### config.mk
export PLATFORM = sky130hd
export DESIGN_NAME = m13_control_status_regs
export DESIGN_NICKNAME = d
export VERILOG_FILES = /design/src/hw/m13_csr_pkg.sv /design/src/hw/ais_clk_if.sv /design/src/hw/ais_tick_gen.sv /design/src/hw/m13_control_status_regs.sv
export VERILOG_INCLUDE_DIRS = /design/src /design/src/hw
export SDC_FILE = /design/constraint.sdc
export NUM_CORES = 1
export LEC_CHECK = 0
export BUFFER_PORTS_ARGS = -buffer_cell sky130_fd_sc_hd__buf_2
export CORE_MARGIN = 4
export CORE_UTILIZATION = 28
export CTS_BUF_LIST = sky130_fd_sc_hd__clkbuf_4
export DETAILED_ROUTE_END_ITERATION = 7
export HOLD_SLACK_MARGIN = 0.03
export PLACE_DENSITY = 0.48
export SETUP_SLACK_MARGIN = 0.05
export SYNTH_ARGS = -nofsm -noshare
export SYNTH_HDL_FRONTEND = slang
export SYNTH_SLANG_ARGS = --single-unit
### constraint.sdc
create_clock -name sys_clk -period 10.45 [get_ports sys_clk]
set_input_delay 3.135 -clock sys_clk [delete_from_list [all_inputs] [get_ports sys_clk]]
set_output_delay 3.135 -clock sys_clk [all_outputs]
set_load 0.01 [all_outputs]
### src/hw/m13_csr_regs.svh
// register offsets, field positions, reset values and filter counts for the control bank
// Contract
// - receive alarm word has no queue; each new message overwrites and sets new flag
// - with new flag set, idle flag reads 0 when channel busy, 1 when idle
// - loop command bit 7 launches; bit 6 chooses connect (1) or disconnect (0)
// - loop command bits 1..0 select the DS1 inside the group; channel 1 is 001/00
// - all-channel decode on zero channel field or any disconnect; completion clears bit 7 only
// - config bit 7 set floats all 28 receive DS1 data outputs
// - config bit 6 picks receive (0) or transmit (1) DS1 channels for loss monitoring
// - config bits 5..4 choose which DS3 alarms force DS1 all-ones insertion
// - config bits 3..0 choose the M13 remote loopback request method
// - three-bit receive DS3 AIS selector picks detection pattern; code 111 unused
// - two-bit transmit DS3 AIS selector picks the generated pattern
// - 8-bit saturating C1-zero counter, held in LOS or OOF, clears on read
// - 8-bit saturating M-bit error counter, held in LOS or OOF, clears on read
// - X-bit filter: mod-16 ones, mod-4 zeros; either maturing resets both
// - C-bits-zero flag latches after 7 frames of 30 or fewer ones
// - severe frame flag latches on 3 errored F-bits of last 16
// - receive AIS uses C-bit filter for codes 000 and 001, X-bit filter for 001
`ifndef M13_CSR_REGS_SVH
`define M13_CSR_REGS_SVH
`define ADDR_FEAC_RX     8'h1d
`define ADDR_LOOP_CMD    8'h1e
`define ADDR_INIT        8'h1f
`define ADDR_DS1_CFG     8'h20
`define ADDR_AIS_SEL     8'h21
`define ADDR_C1Z_CNT     8'h22
`define ADDR_MERR_CNT    8'h23
`define ADDR_AIS_SEF     8'h24
`define LOOP_GO_BIT      7
`define LOOP_CONN_BIT    6
`define CFG_FLOAT_BIT    7
`define CFG_LOSSEL_BIT   6
`define STAT_XONE_BIT    7
`define STAT_CZERO_BIT   6
`define STAT_SEF_BIT     0
`define INIT_RESET_CODE  8'hf0
`define INIT_PRESET_CODE 8'h00
`define REG_RESET_VAL    8'h00
`define XONE_MATURE      5'd16
`define XZERO_MATURE     3'd4
`define CZERO_FRAMES     3'd7
`define CZERO_MAX_ONES   6'd30
`define SEF_WINDOW       16
`define SEF_ERRORS       5'd3
`define AUX_DIV          8
`endif

### src/hw/m13_csr_pkg.sv
// types shared by the control bank modules
package m13_csr_pkg;
   typedef enum logic [1:0] {
      INIT_IDLE,
      INIT_RESET,
      INIT_PRESET
   } init_state_t;
endpackage : m13_csr_pkg

### src/hw/ais_clk_if.sv
// carrier between control bank and auxiliary-clock tick divider
`timescale 1ns/1ps
`default_nettype none
interface ais_clk_if;
   logic aux_sync;
   logic ais_tick;
   modport gen (input aux_sync, output ais_tick);
   modport use_side (output aux_sync, input ais_tick);
endinterface : ais_clk_if
`default_nettype wire

### src/hw/ais_tick_gen.sv
// derives the DS1 AIS bit enable from the synchronised auxiliary clock
`timescale 1ns/1ps
`default_nettype none
`include "m13_csr_regs.svh"
module ais_tick_gen #(
   parameter int DIV = `AUX_DIV
) (
   input  wire logic    sys_clk,
   input  wire logic    nrst,
   ais_clk_if.gen       ck
);
   logic       aux_prev_q;
   logic [7:0] div_q;
   // divide rising edges of the auxiliary clock into one-cycle ticks
   always_ff @(posedge sys_clk or negedge nrst) begin
      if (!nrst) begin
         aux_prev_q <= 1'b0;
         div_q      <= 8'h00;
      end else begin
         aux_prev_q <= ck.aux_sync;
         if (ck.aux_sync && !aux_prev_q) begin
            div_q <= (div_q == 8'(DIV - 1)) ? 8'h00 : div_q + 8'h01;
         end
      end
   end
   assign ck.ais_tick = ck.aux_sync && !aux_prev_q && (div_q == 8'h00);
endmodule : ais_tick_gen
`default_nettype wire

### src/hw/m13_control_status_regs.sv
// upper control and status register bank of the DS3/DS1 multiplexer
//
// Design decision made here: the address-and-strobe port.
`timescale 1ns/1ps
`default_nettype none
`include "m13_csr_regs.svh"
module m13_control_status_regs #(
   parameter int NCH = 28
) (
   input  wire logic           sys_clk,
   input  wire logic           nrst,
   input  wire logic [7:0]     addr,
   input  wire logic [7:0]     wdata,
   input  wire logic           wr_stb,
   input  wire logic           rd_stb,
   output logic [7:0]          rdata,
   input  wire logic           feac_valid,
   input  wire logic [5:0]     feac_code,
   input  wire logic           feac_busy,
   input  wire logic           loop_done,
   output logic                loop_cmd_valid,
   output logic                loop_connect_select,
   output logic [2:0]          loop_group_select,
   output logic [1:0]          loop_tributary_select,
   output logic                loop_all,
   output logic                init_reset,
   output logic                init_preset,
   input  wire logic [NCH-1:0] rx_tributary_data_in,
   output logic [NCH-1:0]      rx_tributary_data_out,
   output logic [NCH-1:0]      rx_tributary_data_oe,
   output logic                tributary_los_source_select,
   input  wire logic           rx_high_out_of_frame,
   input  wire logic           rx_high_ais_alarm,
   input  wire logic           rx_high_signal_loss,
   input  wire logic           rx_high_clock_fail,
   input  wire logic           aux_reference_clock,
   output logic                tributary_ais_insert,
   output logic                tributary_ais_tick,
   output logic [3:0]          remote_loop_method,
   output logic [2:0]          rx_high_ais_select,
   output logic [1:0]          tx_high_ais_select,
   input  wire logic           frame_tick,
   input  wire logic           c1_bit_stb,
   input  wire logic           c1_bit_zero,
   input  wire logic           mbit_error_stb,
   input  wire logic           cbit_one_stb,
   input  wire logic           xpair_stb,
   input  wire logic           xpair_one,
   input  wire logic           xpair_zero,
   input  wire logic           fbit_stb,
   input  wire logic           fbit_error,
   output logic                ais_filter_ok
);
   logic [7:0]  feac_q;
   logic [7:0]  loop_q;
   logic [7:0]  init_q;
   logic [7:0]  cfg_q;
   logic [4:0]  ais_q;
   logic [7:0]  c1z_q;
   logic [7:0]  merr_q;
   logic        xone_q;
   logic        czero_q;
   logic        sef_q;
   logic [4:0]  xone_cnt_q;
   logic [2:0]  xzero_cnt_q;
   logic [5:0]  cone_cnt_q;
   logic [2:0]  cframes_q;
   logic [15:0] fwin_q;
   logic [7:0]  rdata_q;
   logic        rd_feac;
   logic        rd_c1z;
   logic        rd_merr;
   logic        rd_stat;
   logic        wr_loop, wr_init, wr_cfg, wr_ais;
   logic        hold_cnt;
   logic        xone_set;
   logic        czero_set;
   logic        sef_set;
   logic        fwin_bad;
   logic        aux_s1_q;
   logic        aux_s2_q;
   logic [7:0]  stat_word;
   m13_csr_pkg::init_state_t init_st_q;
   ais_clk_if   ck ();

   // saturating increment shared by both error counters
   function automatic logic [7:0] sat_inc(input logic [7:0] v);
      sat_inc = (v == 8'hff) ? v : v + 8'h01;
   endfunction : sat_inc

   // population count of the F-bit window
   function automatic logic [4:0] ones16(input logic [15:0] v);
      ones16 = 5'd0;
      for (int i = 0; i < 16; i++) begin
         ones16 = ones16 + {4'd0, v[i]};
      end
   endfunction : ones16

   // read strobes for clear-on-read locations
   assign rd_feac  = rd_stb && (addr == `ADDR_FEAC_RX);
   assign rd_c1z   = rd_stb && (addr == `ADDR_C1Z_CNT);
   assign rd_merr  = rd_stb && (addr == `ADDR_MERR_CNT);
   assign rd_stat  = rd_stb && (addr == `ADDR_AIS_SEF);
   assign hold_cnt = rx_high_signal_loss || rx_high_out_of_frame;

   // write strobes for the writable locations
   assign wr_loop  = wr_stb && (addr == `ADDR_LOOP_CMD);
   assign wr_init  = wr_stb && (addr == `ADDR_INIT);
   assign wr_cfg   = wr_stb && (addr == `ADDR_DS1_CFG);
   assign wr_ais   = wr_stb && (addr == `ADDR_AIS_SEL);

   // received alarm word: overwrite, set new flag, track idle
   always_ff @(posedge sys_clk or negedge nrst) begin
      if (!nrst) begin
         feac_q <= `REG_RESET_VAL;
      end else if (feac_valid) begin
         feac_q <= {!feac_busy, 1'b1, feac_code};
      end else begin
         feac_q[7] <= !feac_busy;
         if (rd_feac) begin
            feac_q[6] <= 1'b0;
         end
      end
   end

   // loop command register: software launches, completion clears go bit
   always_ff @(posedge sys_clk or negedge nrst) begin
      if (!nrst) begin
         loop_q <= `REG_RESET_VAL;
      end else if (wr_loop) begin
         loop_q <= {wdata[7:6], 1'b0, wdata[4:0]};
      end else if (loop_done && loop_q[`LOOP_GO_BIT]) begin
         loop_q[`LOOP_GO_BIT] <= 1'b0;
      end
   end
   assign loop_cmd_valid        = loop_q[`LOOP_GO_BIT];
   assign loop_connect_select   = loop_q[`LOOP_CONN_BIT];
   assign loop_group_select     = loop_q[4:2];
   assign loop_tributary_select = loop_q[1:0];
   assign loop_all = (loop_q[4:0] == 5'd0) || !loop_q[`LOOP_CONN_BIT];

   // init register and the reset-then-preset sequencer
   always_ff @(posedge sys_clk or negedge nrst) begin
      if (!nrst) begin
         init_q    <= `REG_RESET_VAL;
         init_st_q <= m13_csr_pkg::INIT_IDLE;
      end else if (wr_init) begin
         init_q <= wdata;
         case (init_st_q)
            m13_csr_pkg::INIT_IDLE, m13_csr_pkg::INIT_PRESET: begin
               init_st_q <= (wdata == `INIT_RESET_CODE) ? m13_csr_pkg::INIT_RESET
                                                         : m13_csr_pkg::INIT_IDLE;
            end
            m13_csr_pkg::INIT_RESET: begin
               init_st_q <= (wdata == `INIT_PRESET_CODE) ? m13_csr_pkg::INIT_PRESET
                                                          : m13_csr_pkg::INIT_RESET;
            end
            default: begin
               init_st_q <= m13_csr_pkg::INIT_IDLE;
            end
         endcase
      end
   end
   // reset pulse on F0, preset pulse on the following 00
   always_ff @(posedge sys_clk or negedge nrst) begin
      if (!nrst) begin
         init_reset  <= 1'b0;
         init_preset <= 1'b0;
      end else begin
         init_reset  <= wr_init && wdata == `INIT_RESET_CODE;
         init_preset <= wr_init && wdata == `INIT_PRESET_CODE
                        && init_st_q == m13_csr_pkg::INIT_RESET;
      end
   end

   // plain read/write configuration registers
   always_ff @(posedge sys_clk or negedge nrst) begin
      if (!nrst) begin
         cfg_q <= `REG_RESET_VAL;
         ais_q <= 5'd0;
      end else if (wr_cfg) begin
         cfg_q <= wdata;
      end else if (wr_ais) begin
         ais_q <= wdata[4:0];
      end
   end
   assign tributary_los_source_select = cfg_q[`CFG_LOSSEL_BIT];
   assign remote_loop_method          = cfg_q[3:0];
   assign rx_high_ais_select          = ais_q[4:2];
   assign tx_high_ais_select          = ais_q[1:0];

   // registered DS1 data outputs with float control
   always_ff @(posedge sys_clk or negedge nrst) begin
      if (!nrst) begin
         rx_tributary_data_out <= '0;
         rx_tributary_data_oe  <= '0;
      end else begin
         rx_tributary_data_out <= rx_tributary_data_in;
         rx_tributary_data_oe  <= {NCH{!cfg_q[`CFG_FLOAT_BIT]}};
      end
   end

   // alarm policy for all-ones insertion
   always_comb begin
      case (cfg_q[5:4])
         2'b00: tributary_ais_insert = rx_high_out_of_frame || rx_high_ais_alarm
                                       || rx_high_signal_loss || rx_high_clock_fail;
         2'b01: tributary_ais_insert = rx_high_ais_alarm || rx_high_clock_fail;
         2'b10: tributary_ais_insert = rx_high_signal_loss;
         default: tributary_ais_insert = 1'b0;
      endcase
   end

   // auxiliary clock synchroniser feeding the tick divider
   always_ff @(posedge sys_clk or negedge nrst) begin
      if (!nrst) begin
         aux_s1_q <= 1'b0;
         aux_s2_q <= 1'b0;
      end else begin
         aux_s1_q <= aux_reference_clock;
         aux_s2_q <= aux_s1_q;
      end
   end
   assign ck.aux_sync = aux_s2_q;
   ais_tick_gen #(.DIV(`AUX_DIV)) u_tick (
      .sys_clk (sys_clk),
      .nrst    (nrst),
      .ck      (ck.gen)
   );
   assign tributary_ais_tick = ck.ais_tick && tributary_ais_insert;

   // C1-zero and M-bit error counters, held in LOS/OOF, clear on read
   always_ff @(posedge sys_clk or negedge nrst) begin
      if (!nrst) begin
         c1z_q  <= 8'h00;
         merr_q <= 8'h00;
      end else begin
         // a read and an event together leave a count of one
         if (c1_bit_stb && c1_bit_zero && !hold_cnt) begin
            c1z_q <= rd_c1z ? 8'h01 : sat_inc(c1z_q);
         end else if (rd_c1z) begin
            c1z_q <= 8'h00;
         end
         if (mbit_error_stb && !hold_cnt) begin
            merr_q <= rd_merr ? 8'h01 : sat_inc(merr_q);
         end else if (rd_merr) begin
            merr_q <= 8'h00;
         end
      end
   end

   // X-bit pair filter counters
   always_ff @(posedge sys_clk or negedge nrst) begin
      if (!nrst) begin
         xone_cnt_q  <= 5'd0;
         xzero_cnt_q <= 3'd0;
      end else if (xpair_stb) begin
         if (xone_set || (xpair_zero && xzero_cnt_q == `XZERO_MATURE - 3'd1)) begin
            xone_cnt_q  <= 5'd0;
            xzero_cnt_q <= 3'd0;
         end else if (xpair_one) begin
            xone_cnt_q <= xone_cnt_q + 5'd1;
         end else if (xpair_zero) begin
            xzero_cnt_q <= xzero_cnt_q + 3'd1;
         end
      end
   end
   assign xone_set = xpair_stb && xpair_one && (xone_cnt_q == `XONE_MATURE - 5'd1);

   // C-bit ones per frame and contiguous low-ones frame count
   always_ff @(posedge sys_clk or negedge nrst) begin
      if (!nrst) begin
         cone_cnt_q <= 6'd0;
         cframes_q  <= 3'd0;
      end else if (frame_tick) begin
         cone_cnt_q <= 6'd0;
         if (cone_cnt_q <= `CZERO_MAX_ONES) begin
            cframes_q <= czero_set ? cframes_q : cframes_q + 3'd1;
         end else begin
            cframes_q <= 3'd0;
         end
      end else if (cbit_one_stb && cone_cnt_q != 6'h3f) begin
         cone_cnt_q <= cone_cnt_q + 6'd1;
      end
   end
   assign czero_set = frame_tick && cone_cnt_q <= `CZERO_MAX_ONES
                      && cframes_q >= `CZERO_FRAMES - 3'd1;

   // sliding window of F-bit errors
   always_ff @(posedge sys_clk or negedge nrst) begin
      if (!nrst) begin
         fwin_q <= 16'h0000;
      end else if (fbit_stb) begin
         fwin_q <= {fwin_q[14:0], fbit_error};
      end
   end
   // window is judged every cycle, so the flag relatches while bad
   assign fwin_bad = ones16(fwin_q) >= `SEF_ERRORS;
   assign sef_set  = fwin_bad;

   // latched flags: set wins over the read clear
   always_ff @(posedge sys_clk or negedge nrst) begin
      if (!nrst) begin
         xone_q  <= 1'b0;
         czero_q <= 1'b0;
         sef_q   <= 1'b0;
      end else begin
         xone_q  <= xone_set  || (xone_q  && !rd_stat);
         czero_q <= czero_set || (czero_q && !rd_stat);
         sef_q   <= sef_set   || (sef_q   && !rd_stat);
      end
   end

   // detection qualification from the filter flags
   always_comb begin
      case (ais_q[4:2])
         3'b000:  ais_filter_ok = czero_q;
         3'b001:  ais_filter_ok = czero_q && xone_q;
         default: ais_filter_ok = 1'b1;
      endcase
   end

   // status byte assembled from the latched flags
   always_comb begin
      stat_word                  = 8'h00;
      stat_word[`STAT_XONE_BIT]  = xone_q;
      stat_word[`STAT_CZERO_BIT] = czero_q;
      stat_word[`STAT_SEF_BIT]   = sef_q;
   end

   // read data mux, answered one cycle after the strobe
   always_ff @(posedge sys_clk or negedge nrst) begin
      if (!nrst) begin
         rdata_q <= 8'h00;
      end else if (rd_stb) begin
         case (addr)
            `ADDR_FEAC_RX:  rdata_q <= feac_q;
            `ADDR_LOOP_CMD: rdata_q <= loop_q;
            `ADDR_INIT:     rdata_q <= init_q;
            `ADDR_DS1_CFG:  rdata_q <= cfg_q;
            `ADDR_AIS_SEL:  rdata_q <= {3'b000, ais_q};
            `ADDR_C1Z_CNT:  rdata_q <= c1z_q;
            `ADDR_MERR_CNT: rdata_q <= merr_q;
            `ADDR_AIS_SEF:  rdata_q <= stat_word;
            default:        rdata_q <= 8'h00;
         endcase
      end else begin
         rdata_q <= 8'h00;
      end
   end
   assign rdata = rdata_q;
endmodule : m13_control_status_regs
`default_nettype wire

* Word-level counts from Yosys, hierarchy flattened
Index checks and enable logic that the tools add are counted.
** Operators by class
- Add/sub/neg operators :: 22
- Eq/ne operators :: 24
- Reductions and logical operators :: 64
- Bitwise logic cells :: 1
- Magnitude comparators :: 3
- Muxes and demuxes :: 29
** Operator list (count)
- two-way mux 8 bit :: 10
- case mux 8 bit (8 select lines) :: 1
- adder 5 x 1 -> 5 bit :: 11
- equality test 8 x 6 -> 1 bit (second input constant) :: 5
- logical AND 1 bit :: 28
- adder 8 x 1 -> 8 bit (second input constant) :: 3
- equality test 8 x 5 -> 1 bit (second input constant) :: 3
- equality test 8 bit (second input constant) :: 3
- logical NOT 8 bit :: 2
- two-way mux 3 bit :: 5
- nonzero test 2 bit :: 7
- two-way mux 6 bit :: 2
- logical OR 1 bit :: 10
- two-way mux 5 bit :: 2
- AND reduction 2 bit :: 5
- equality test 8 x 3 -> 1 bit (second input constant) :: 1
- adder 3 x 1 -> 3 bit (second input constant) :: 2
- adder 6 x 1 -> 6 bit (second input constant) :: 1
- <= comparator 6 x 5 -> 1 bit (second input constant) :: 1
- logical NOT 1 bit :: 6
- != test 2 bit (second input constant) :: 3
- != test 6 bit (second input constant) :: 1
- adder 4 x 1 -> 5 bit :: 1
- adder 5 x 1 -> 5 bit (second input constant) :: 1
- 22 further kinds :: 29
** Word-level totals
- Output and inout port bits :: 87
- Word-level logic and storage cells :: 171
- Input port bits :: 72
- Bits in registers :: 140

* Logic depth before layout (Yosys ltp)
Gate-level depths: netlist (run 1).
- Depth after elaboration :: 17
- Gate-level depth with buffers :: 13
- Mapped depth without buffers :: 13

* By module
Synthesis (run 1) repeated with hierarchy kept, for this count alone.
** Second synthesis, totals
- Cell total of the unflattened synthesis :: 584
- Area total of the unflattened synthesis :: 6774.0 µm²
** By module, submodules not included
- m13_control_status_regs :: cells each 544, instances 1, area an instance 6307.3 µm²
- ais_tick_gen :: cells each 40, instances 1, area an instance 466.7 µm²

* Least setup slack after synthesis (run 1)
Ideal clock, no wire load.
- Kind :: in2out
- Start :: input port rx_high_out_of_frame
- End :: output port tributary_ais_tick
- Setup slack :: 3.402 ns
- Stages on the path :: 3
- Data arrival time :: 3.913 ns
- Required time :: 7.315 ns
- Cells stage by stage :: a21oi_1 o22ai_1 nor4b_1
** On the way
- Cells in the longest elaborated chain, start to end :: 5
** RTL lines
- start: declaration :: line m13_control_status_regs.sv:32 : input wire logic rx_high_out_of_frame,
- logical OR 1 bit :: line m13_control_status_regs.sv:206 : 2'b00: tributary_ais_insert = rx_high_out_of_frame || rx_high_ais_alarm
- logical OR 1 bit (2 in a row) :: line m13_control_status_regs.sv:207 : || rx_high_signal_loss || rx_high_clock_fail;
- case mux 1 bit (3 select lines) :: line m13_control_status_regs.sv:205 : case (cfg_q[5:4])
- named net tributary_ais_insert :: line m13_control_status_regs.sv:37 : output logic tributary_ais_insert,
- logical AND 1 bit :: line m13_control_status_regs.sv:230 : assign tributary_ais_tick = ck.ais_tick && tributary_ais_insert;
- end: declaration :: line m13_control_status_regs.sv:38 : output logic tributary_ais_tick,
The timed path passes the listed nets, and every way through them passes these cells.

* Worst setup path after layout (run 1)
- Start :: input port rx_high_out_of_frame
- End :: output port tributary_ais_tick
** On the way
- Cells in the longest elaborated chain, start to end :: 5
** RTL lines (line)
- logical OR 1 bit :: m13_control_status_regs.sv:206
- logical OR 1 bit (2 in a row) :: m13_control_status_regs.sv:207
- case mux 1 bit (3 select lines) :: m13_control_status_regs.sv:205
- logical AND 1 bit :: m13_control_status_regs.sv:230
No other way between the ends.

==> impl_metrics.env, run 1 <==
export IMPL_gr_usage_all_layers_pct=12.3
export IMPL_clkLatencyLatePin_ps=540
export IMPL_fin_util_pct=33.7
export IMPL_r2r_start="fwin_q[0]$_DFFE_PN0P_"
export IMPL_crit_path_start="rx_high_out_of_frame"
export IMPL_ctsResizeCount=0
export IMPL_synthesis_nets=684
export IMPL_syn2layout_area_growth_pct=18.4
export IMPL_setup_viol=0
export IMPL_drt_pass1_iter_count=7
export IMPL_ios=159
export IMPL_min_period_ps=7260
export IMPL_synth_top_area_share_pct=52.4
export IMPL_worstSetupEndpointType="primary output"
export IMPL_synthCells=585
export IMPL_drc=1
export IMPL_fin_hold_ws_ps=366
export IMPL_gp_congestion=0.777
export IMPL_synth_edf_count=0
export IMPL_fin_cells=1046
export IMPL_hold_path_class="flip-flop to flip-flop"
export IMPL_yosys_top_cells_count="dfrtp_1 (140), nand2_1 (49), inv_1 (40), o21ai_0 (40), buf_4 (34)"
export IMPL_hpwl_mm=11.8
export IMPL_ant_nets=0
export IMPL_tightest_slew_ps=1240
export IMPL_coreArea_sq_um=23500
export IMPL_die_x_microns=162
export IMPL_drt_total_wl_mm=16.0
export IMPL_die_h_microns=162
export IMPL_num_rows=56
export IMPL_grt_pass1_wl_mm=25.2
export IMPL_drive_gt1_share_pct=30.9
export IMPL_peakVddDrop_v=0.0000778
export IMPL_grt_pass1_vias=4560
export IMPL_avgSynthCellArea_sq_um=11.4
export IMPL_status="complete, but fails checks"
export IMPL_synth_area_sq_um=6680
export IMPL_p_leak_nw=3.68
export IMPL_cts_sinks=140
export IMPL_p_per_area_nw_per_um2=179
export IMPL_r2r_cells=10
export IMPL_fin_area_sq_um=7910
export IMPL_start_util_pct=28.5
export IMPL_hold_path_end="aux_s2_q$_DFF_PN0_"
export IMPL_nNetsFinal=811
export IMPL_slew_viol_final=0
export IMPL_seq_area_frac_synth_pct=52.4
export IMPL_root_buffer="clkbuf_4"
export IMPL_postCtsSetupBuffers=0
export IMPL_cts_hold_buf=0
export IMPL_max_freq_ghz=0.138
export IMPL_worstSetupStartpointType="input pin"
export IMPL_grt_ovfl_total=0
export IMPL_dp_cells=1012
export IMPL_cts_tree="built"
export IMPL_grt_setup_unrepaired="false"
export IMPL_io_buffers=158
export IMPL_antenna_found_initial=1
export IMPL_critPathKind="input pin to primary output"
export IMPL_detailedRoute_firstIterationViolations=219
export IMPL_fin_skew_ps=19.2
export IMPL_worstHoldStart="aux_s1_q$_DFF_PN0_"
export IMPL_path_max_fanout=4
export IMPL_slew_headroom_pct=16.6
export IMPL_hold_viol_final=0
export IMPL_post_route_period_util_pct=69.5
export IMPL_fillers=2379
export IMPL_yosys_most_used_dff="dfrtp_1"
export IMPL_yosys_warnings=0
export IMPL_vias=4725
export IMPL_grt_max_degree=83
export IMPL_cts_max_level=4
export IMPL_synth_cell_type_count=63
export IMPL_async_flop_share_pct=100
export IMPL_dpl_cell_area_sq_um=7560
export IMPL_synthTopCellsByArea="dfrtp_1 (52%), buf_4 (3.8%), mux2_1 (3.5%), mux2_2 (3.2%), ha_1 (3.2%)"
export IMPL_ys_ff_latch=140
export IMPL_worstPathArrival_ps=4130
export IMPL_synth_most_common_cell="dfrtp_1"
export IMPL_die_area_sq_um=26400
export IMPL_timing_rr_end="sef_q$_DFF_PN0_"
export IMPL_violations="design-rule violations"
export IMPL_synth_top_area_cell="dfrtp_1"
export IMPL_cap_violations=0
export IMPL_cts_made_buffers=17
export IMPL_clk_pin_slew_ps=140
export IMPL_reg2reg_slack_ps=6850
export IMPL_clockBufferDepth=2
export IMPL_cp_data_required_time_ps=7320
export IMPL_via_per_inst=4.52
export IMPL_post_drt_wl_per_cell_microns=15.3
export IMPL_min_path_cells=0
export IMPL_tns_ps=0
[how the worst max path moves through the flow]
stage          depth (start not counted)            endpoint
6_report                               5  tributary_ais_tick
5_1_grt                                5  tributary_ais_tick
4_1_cts                                5  tributary_ais_tick
3_5_place_dp                           5  tributary_ais_tick
3_3_place_gp                           5  tributary_ais_tick
2_1_floorplan                          3  tributary_ais_tick
[kinds of logic after synthesis]
logic type	share of synthesized area [%]
AND/OR/NAND/NOR	12.7
flip-flops	52.4
AO/OA/AOI/OAI	10.2
buffers and inverters	7.14
multiplexers	9.93
adder cells (fa/ha/maj)	6.18
XOR/XNOR	1.44
[layer usage]
layer	vias to the layer above	GRT usage, %	share of wire, %
met2	135	19.5	47
met3	18	3.21	6.7
li1	2298	-	-
met5	-	0	0
met4	0	3.73	1.4
met1	2274	16.4	45
[final cells by class]
cell class,count,area (sq um),area share [%]
diodes,2,5.00,0.0633
clock buffers,17,128,1.61
clock inverters,15,218,2.75
inverters,40,150,1.90
multi-input cells,354,2700,34.1
flip-flops and latches,140,3500,44.3
well taps,319,399,5.05
repair buffers,159,805,10.2
[critical path, cell delays in order]
cell     delay, ps
buf_2          100
a21oi_1         60
o22ai_1        360
nor4b_1        280
buf_2          180
[placed cells by master, fill, tap and decap left out, types with 5 or more instances in the layout]
master	Yosys	layout
nor2_1	24	24
nand2_1	49	49
and3_1	5	5
ha_1	17	17
clkbuf_4	0	17
nand4_1	6	6
a22oi_1	5	5
nand3_1	12	12
o2bb2ai_1	8	8
mux2_1	21	21
fa_1	10	10
or3_1	7	7
inv_1	40	40
or4_1	5	5
mux2i_1	10	10
o31ai_1	5	5
a21oi_1	18	18
and2_1	5	5
inv_8	0	6
mux2_2	19	19
dfrtp_1	140	140
o21ai_0	40	40
nor4_1	6	6
mux4_2	5	5
xnor2_1	6	6
xor2_1	5	5
buf_2	6	157
[per-stage QoR]
| step | worst slack, ps | power (mW) |
|---|---|---|
| finish | 3190 | 1.42 |
| floorplan | 3400 | 0.907 |
| global placement | 3090 | 1.01 |
| detailed placement | 3030 | 1.01 |
| CTS | 3030 | 1.45 |
| global route | 2980 | 1.53 |
[sequential cells by signal (all words and copies together) (netlist names), 2 cells and up]
register	flops
cfg_q	8
c1z_q	8
xone_cnt_q	5
loop_q	7
rx_tributary_data_out	28
init_st_q	2
feac_q	8
rdata	8
cone_cnt_q	6
merr_q	8
ais_q	5
fwin_q	16
xzero_cnt_q	3
cframes_q	3
u_tick.div_q	8
init_q	8
[power breakdown]
part	switching [mW]	leakage [nW]	internal (mW)	total [mW]
Sequential	0.0583	1.78	0.606	0.665
Combinational	0.181	1.71	0.154	0.336
Clock	0.238	0.186	0.180	0.419
Total	0.478	3.68	0.941	1.42
No activity file was read; power rests on OpenSTA's default activity.
==> run 2: changes to the inputs <==
--- a/config.mk
+++ b/config.mk
@@ -12,7 +12,7 @@
 export CTS_BUF_LIST = sky130_fd_sc_hd__clkbuf_4
 export DETAILED_ROUTE_END_ITERATION = 7
 export HOLD_SLACK_MARGIN = 0.03
-export PLACE_DENSITY = 0.48
+export PLACE_DENSITY = 0.5
 export SETUP_SLACK_MARGIN = 0.05
 export SYNTH_ARGS = -nofsm -noshare
 export SYNTH_HDL_FRONTEND = slang
==> constraint.sdc (replaced) <==
create_clock -name sys_clk -period 6.62 [get_ports sys_clk]
set_input_delay 1.986 -clock sys_clk [delete_from_list [all_inputs] [get_ports sys_clk]]
set_output_delay 1.986 -clock sys_clk [all_outputs]
set_load 0.01 [all_outputs]
==> run 2 against run 1 <==
Against the previous run: the flow now finishes without violations; critical path depth did not move; largest power group unchanged; clock skew fell by 8.6 ps; worst setup slack worse by 1600 ps; via count increased by 0.51%; die area unchanged; critical endpoint unchanged; sequential share of layout area increased by 0.44 points; register-to-register slack lost 3800 ps; wire length fell by 0.11%; clock power grew 34%.
==> impl_metrics.env, run 2 (synthesis gave the netlist of run 1 again) <==
export IMPL_gp_congestion=0.753
export IMPL_path_common_cell="buf_2"
export IMPL_post_drt_wl_per_cell_microns=15.3
export IMPL_ios=159
export IMPL_top_register="rx_tributary_data_out"
export IMPL_fin_hold_ws_ps=361
export IMPL_slew_headroom_pct=19.1
export IMPL_io_buffers=158
export IMPL_crit_slowest_cell="o22ai_1"
export IMPL_cts_hold_buf=0
export IMPL_clkLatencyLatePin_ps=520
export IMPL_fin_util_pct=33.4
export IMPL_cts_max_level=4
export IMPL_slew_viol_final=0
export IMPL_cts_tree="built"
export IMPL_comb_power_share_pct=24.8
export IMPL_via_per_inst=4.55
export IMPL_p_leak_nw=3.64
export IMPL_worstSetupStartpointType="input pin"
export IMPL_crit_buf_inv=2
export IMPL_hpwl_mm=11.9
export IMPL_postCtsSetupBuffers=0
export IMPL_critPathKind="input pin to primary output"
export IMPL_total_power_mw=2.13
export IMPL_drt_pass1_iter_count=4
export IMPL_antenna_found_initial=1
export IMPL_tightest_slew_ps=1200
export IMPL_dp_slack_ps=1560
export IMPL_largest_reg_flops=28
export IMPL_min_period_ps=5000
export IMPL_vias=4749
export IMPL_cp_data_required_time_ps=4630
export IMPL_max_stage_delay_ps=420
export IMPL_reg2reg_slack_ps=3090
export IMPL_ant_nets=0
export IMPL_max_freq_ghz=0.200
export IMPL_drive_gt1_share_pct=30.0
export IMPL_cts_made_buffers=17
export IMPL_num_rows=56
export IMPL_grt_setup_unrepaired="false"
export IMPL_hold_path_class="flip-flop to flip-flop"
export IMPL_fin_skew_ps=10.6
export IMPL_worstSetupEndpointType="primary output"
export IMPL_cap_violations=0
export IMPL_most_common_layout_cells="buf_2 (157), dfrtp_1 (140), nand2_1 (49), inv_1 (40), o21ai_0 (40)"
export IMPL_die_area_sq_um=26400
export IMPL_ctsResizeCount=0
export IMPL_path_max_fanout=4
export IMPL_timing_final_ws_setup_ps=1620
export IMPL_cts_sinks=140
export IMPL_clk_pin_slew_ps=100
export IMPL_intPower_mw=1.46
export IMPL_setup_viol=0
export IMPL_start_util_pct=28.5
export IMPL_root_buffer="clkbuf_4"
export IMPL_syn2layout_area_growth_pct=17.2
export IMPL_tns_ps=0
export IMPL_grt_pass1_vias=4692
export IMPL_grt_max_degree=109
export IMPL_die_x_microns=162
export IMPL_critPathTopFamily="compound AO/OA/AOI/OAI gates"
export IMPL_grt_ovfl_total=0
export IMPL_drc=0
export IMPL_die_h_microns=162
export IMPL_hold_viol_final=0
export IMPL_p_sw_uw=674
export IMPL_drt_total_wl_mm=16.0
export IMPL_p_sw_share_pct=31.6
export IMPL_worstPathCellList="buf_2, a21oi_1, o22ai_1, nor4b_1, buf_2"
export IMPL_peakVddDrop_v=0.000124
export IMPL_clockBufferDepth=2
export IMPL_coreArea_sq_um=23500
export IMPL_p_per_area_nw_per_um2=272
export IMPL_nNetsFinal=811
export IMPL_worstPathArrival_ps=3010
export IMPL_p_seq_share_pct=49.0
export IMPL_layout_commonest_cell="buf_2"
export IMPL_post_route_period_util_pct=75.5
export IMPL_power_frac_clock_pct=26.2
export IMPL_grt_pass1_wl_mm=25.8
export IMPL_status="completed"
export IMPL_reg_largest_list="rx_tributary_data_out x28, fwin_q x16"
export IMPL_gr_usage_all_layers_pct=12.5
export IMPL_detailedRoute_firstIterationViolations=223
run 2: changes by cell type in the layout (fill, tap and decap cells not counted), moves of 2 or more:
cell / delta
inv_6: -3
inv_8: -6
clkbuf_4: +2
clkinv_2: +2
clkinv_1: +5
run 2: power by group through the flow:
stage               clock network, mW  logic [mW]  registers, mW
finish                          0.560       0.528           1.05
floorplan                           0       0.389           1.04
detailed placement                  0       0.540           1.06
CTS                             0.593       0.542           1.05
global placement                    0       0.531           1.06
global route                    0.635       0.636           1.06
run 2: worst reg2reg max path: stages (launching register included):
cell	delay, ps
dfrtp_1	360
inv_1	70
fa_1	560
fa_1	440
fa_1	490
fa_1	490
inv_1	40
ha_1	190
fa_1	440
a211oi_1	250
nand3_1	100
run 2: stage by stage:
| stage | std cells | cell area (sq um) |
|---|---|---|
| after global placement | 1012 | 7560 |
| after detailed placement | 1012 | 7560 |
| after CTS | 1042 | 7830 |
| after global routing | 1043 | 7830 |
| after floorplan | 585 | 6680 |
| final | 1043 | 7830 |
run 2: cell type report:
type / count / area, sq um
fill: 2414 / 15600
timing repair buffer: 159 / 805
clock inverter: 11 / 128
inverter: 40 / 150
multi-input combinational: 354 / 2700
antenna: 1 / 2.50
clock buffer: 19 / 143
tap: 319 / 399
sequential: 140 / 3500
run 2: per-layer routing:
layer | GRT usage (%) | vias up | wire, microns
li1 | - | 2288 | -
met1 | 17.2 | 2310 | 7350
met2 | 19.6 | 137 | 7450
met3 | 3.44 | 14 | 974
met4 | 3.50 | 0 | 185
met5 | 0 | - | 0
run 2: final timing paths:
kind                                       start  depth (start not counted)                             endpoint
min reg2reg                   aux_s1_q$_DFF_PN0_                          0                   aux_s2_q$_DFF_PN0_
max reg2reg                fwin_q[5]$_DFFE_PN0P_                         10                      sef_q$_DFF_PN0_
min in group asynchronous                   nrst                          1  rx_tributary_data_out[21]$_DFF_PN0_
min                           aux_s1_q$_DFF_PN0_                          0                   aux_s2_q$_DFF_PN0_
max                         rx_high_out_of_frame                          5                   tributary_ais_tick
max in group asynchronous                   nrst                          2               fwin_q[12]$_DFFE_PN0P_
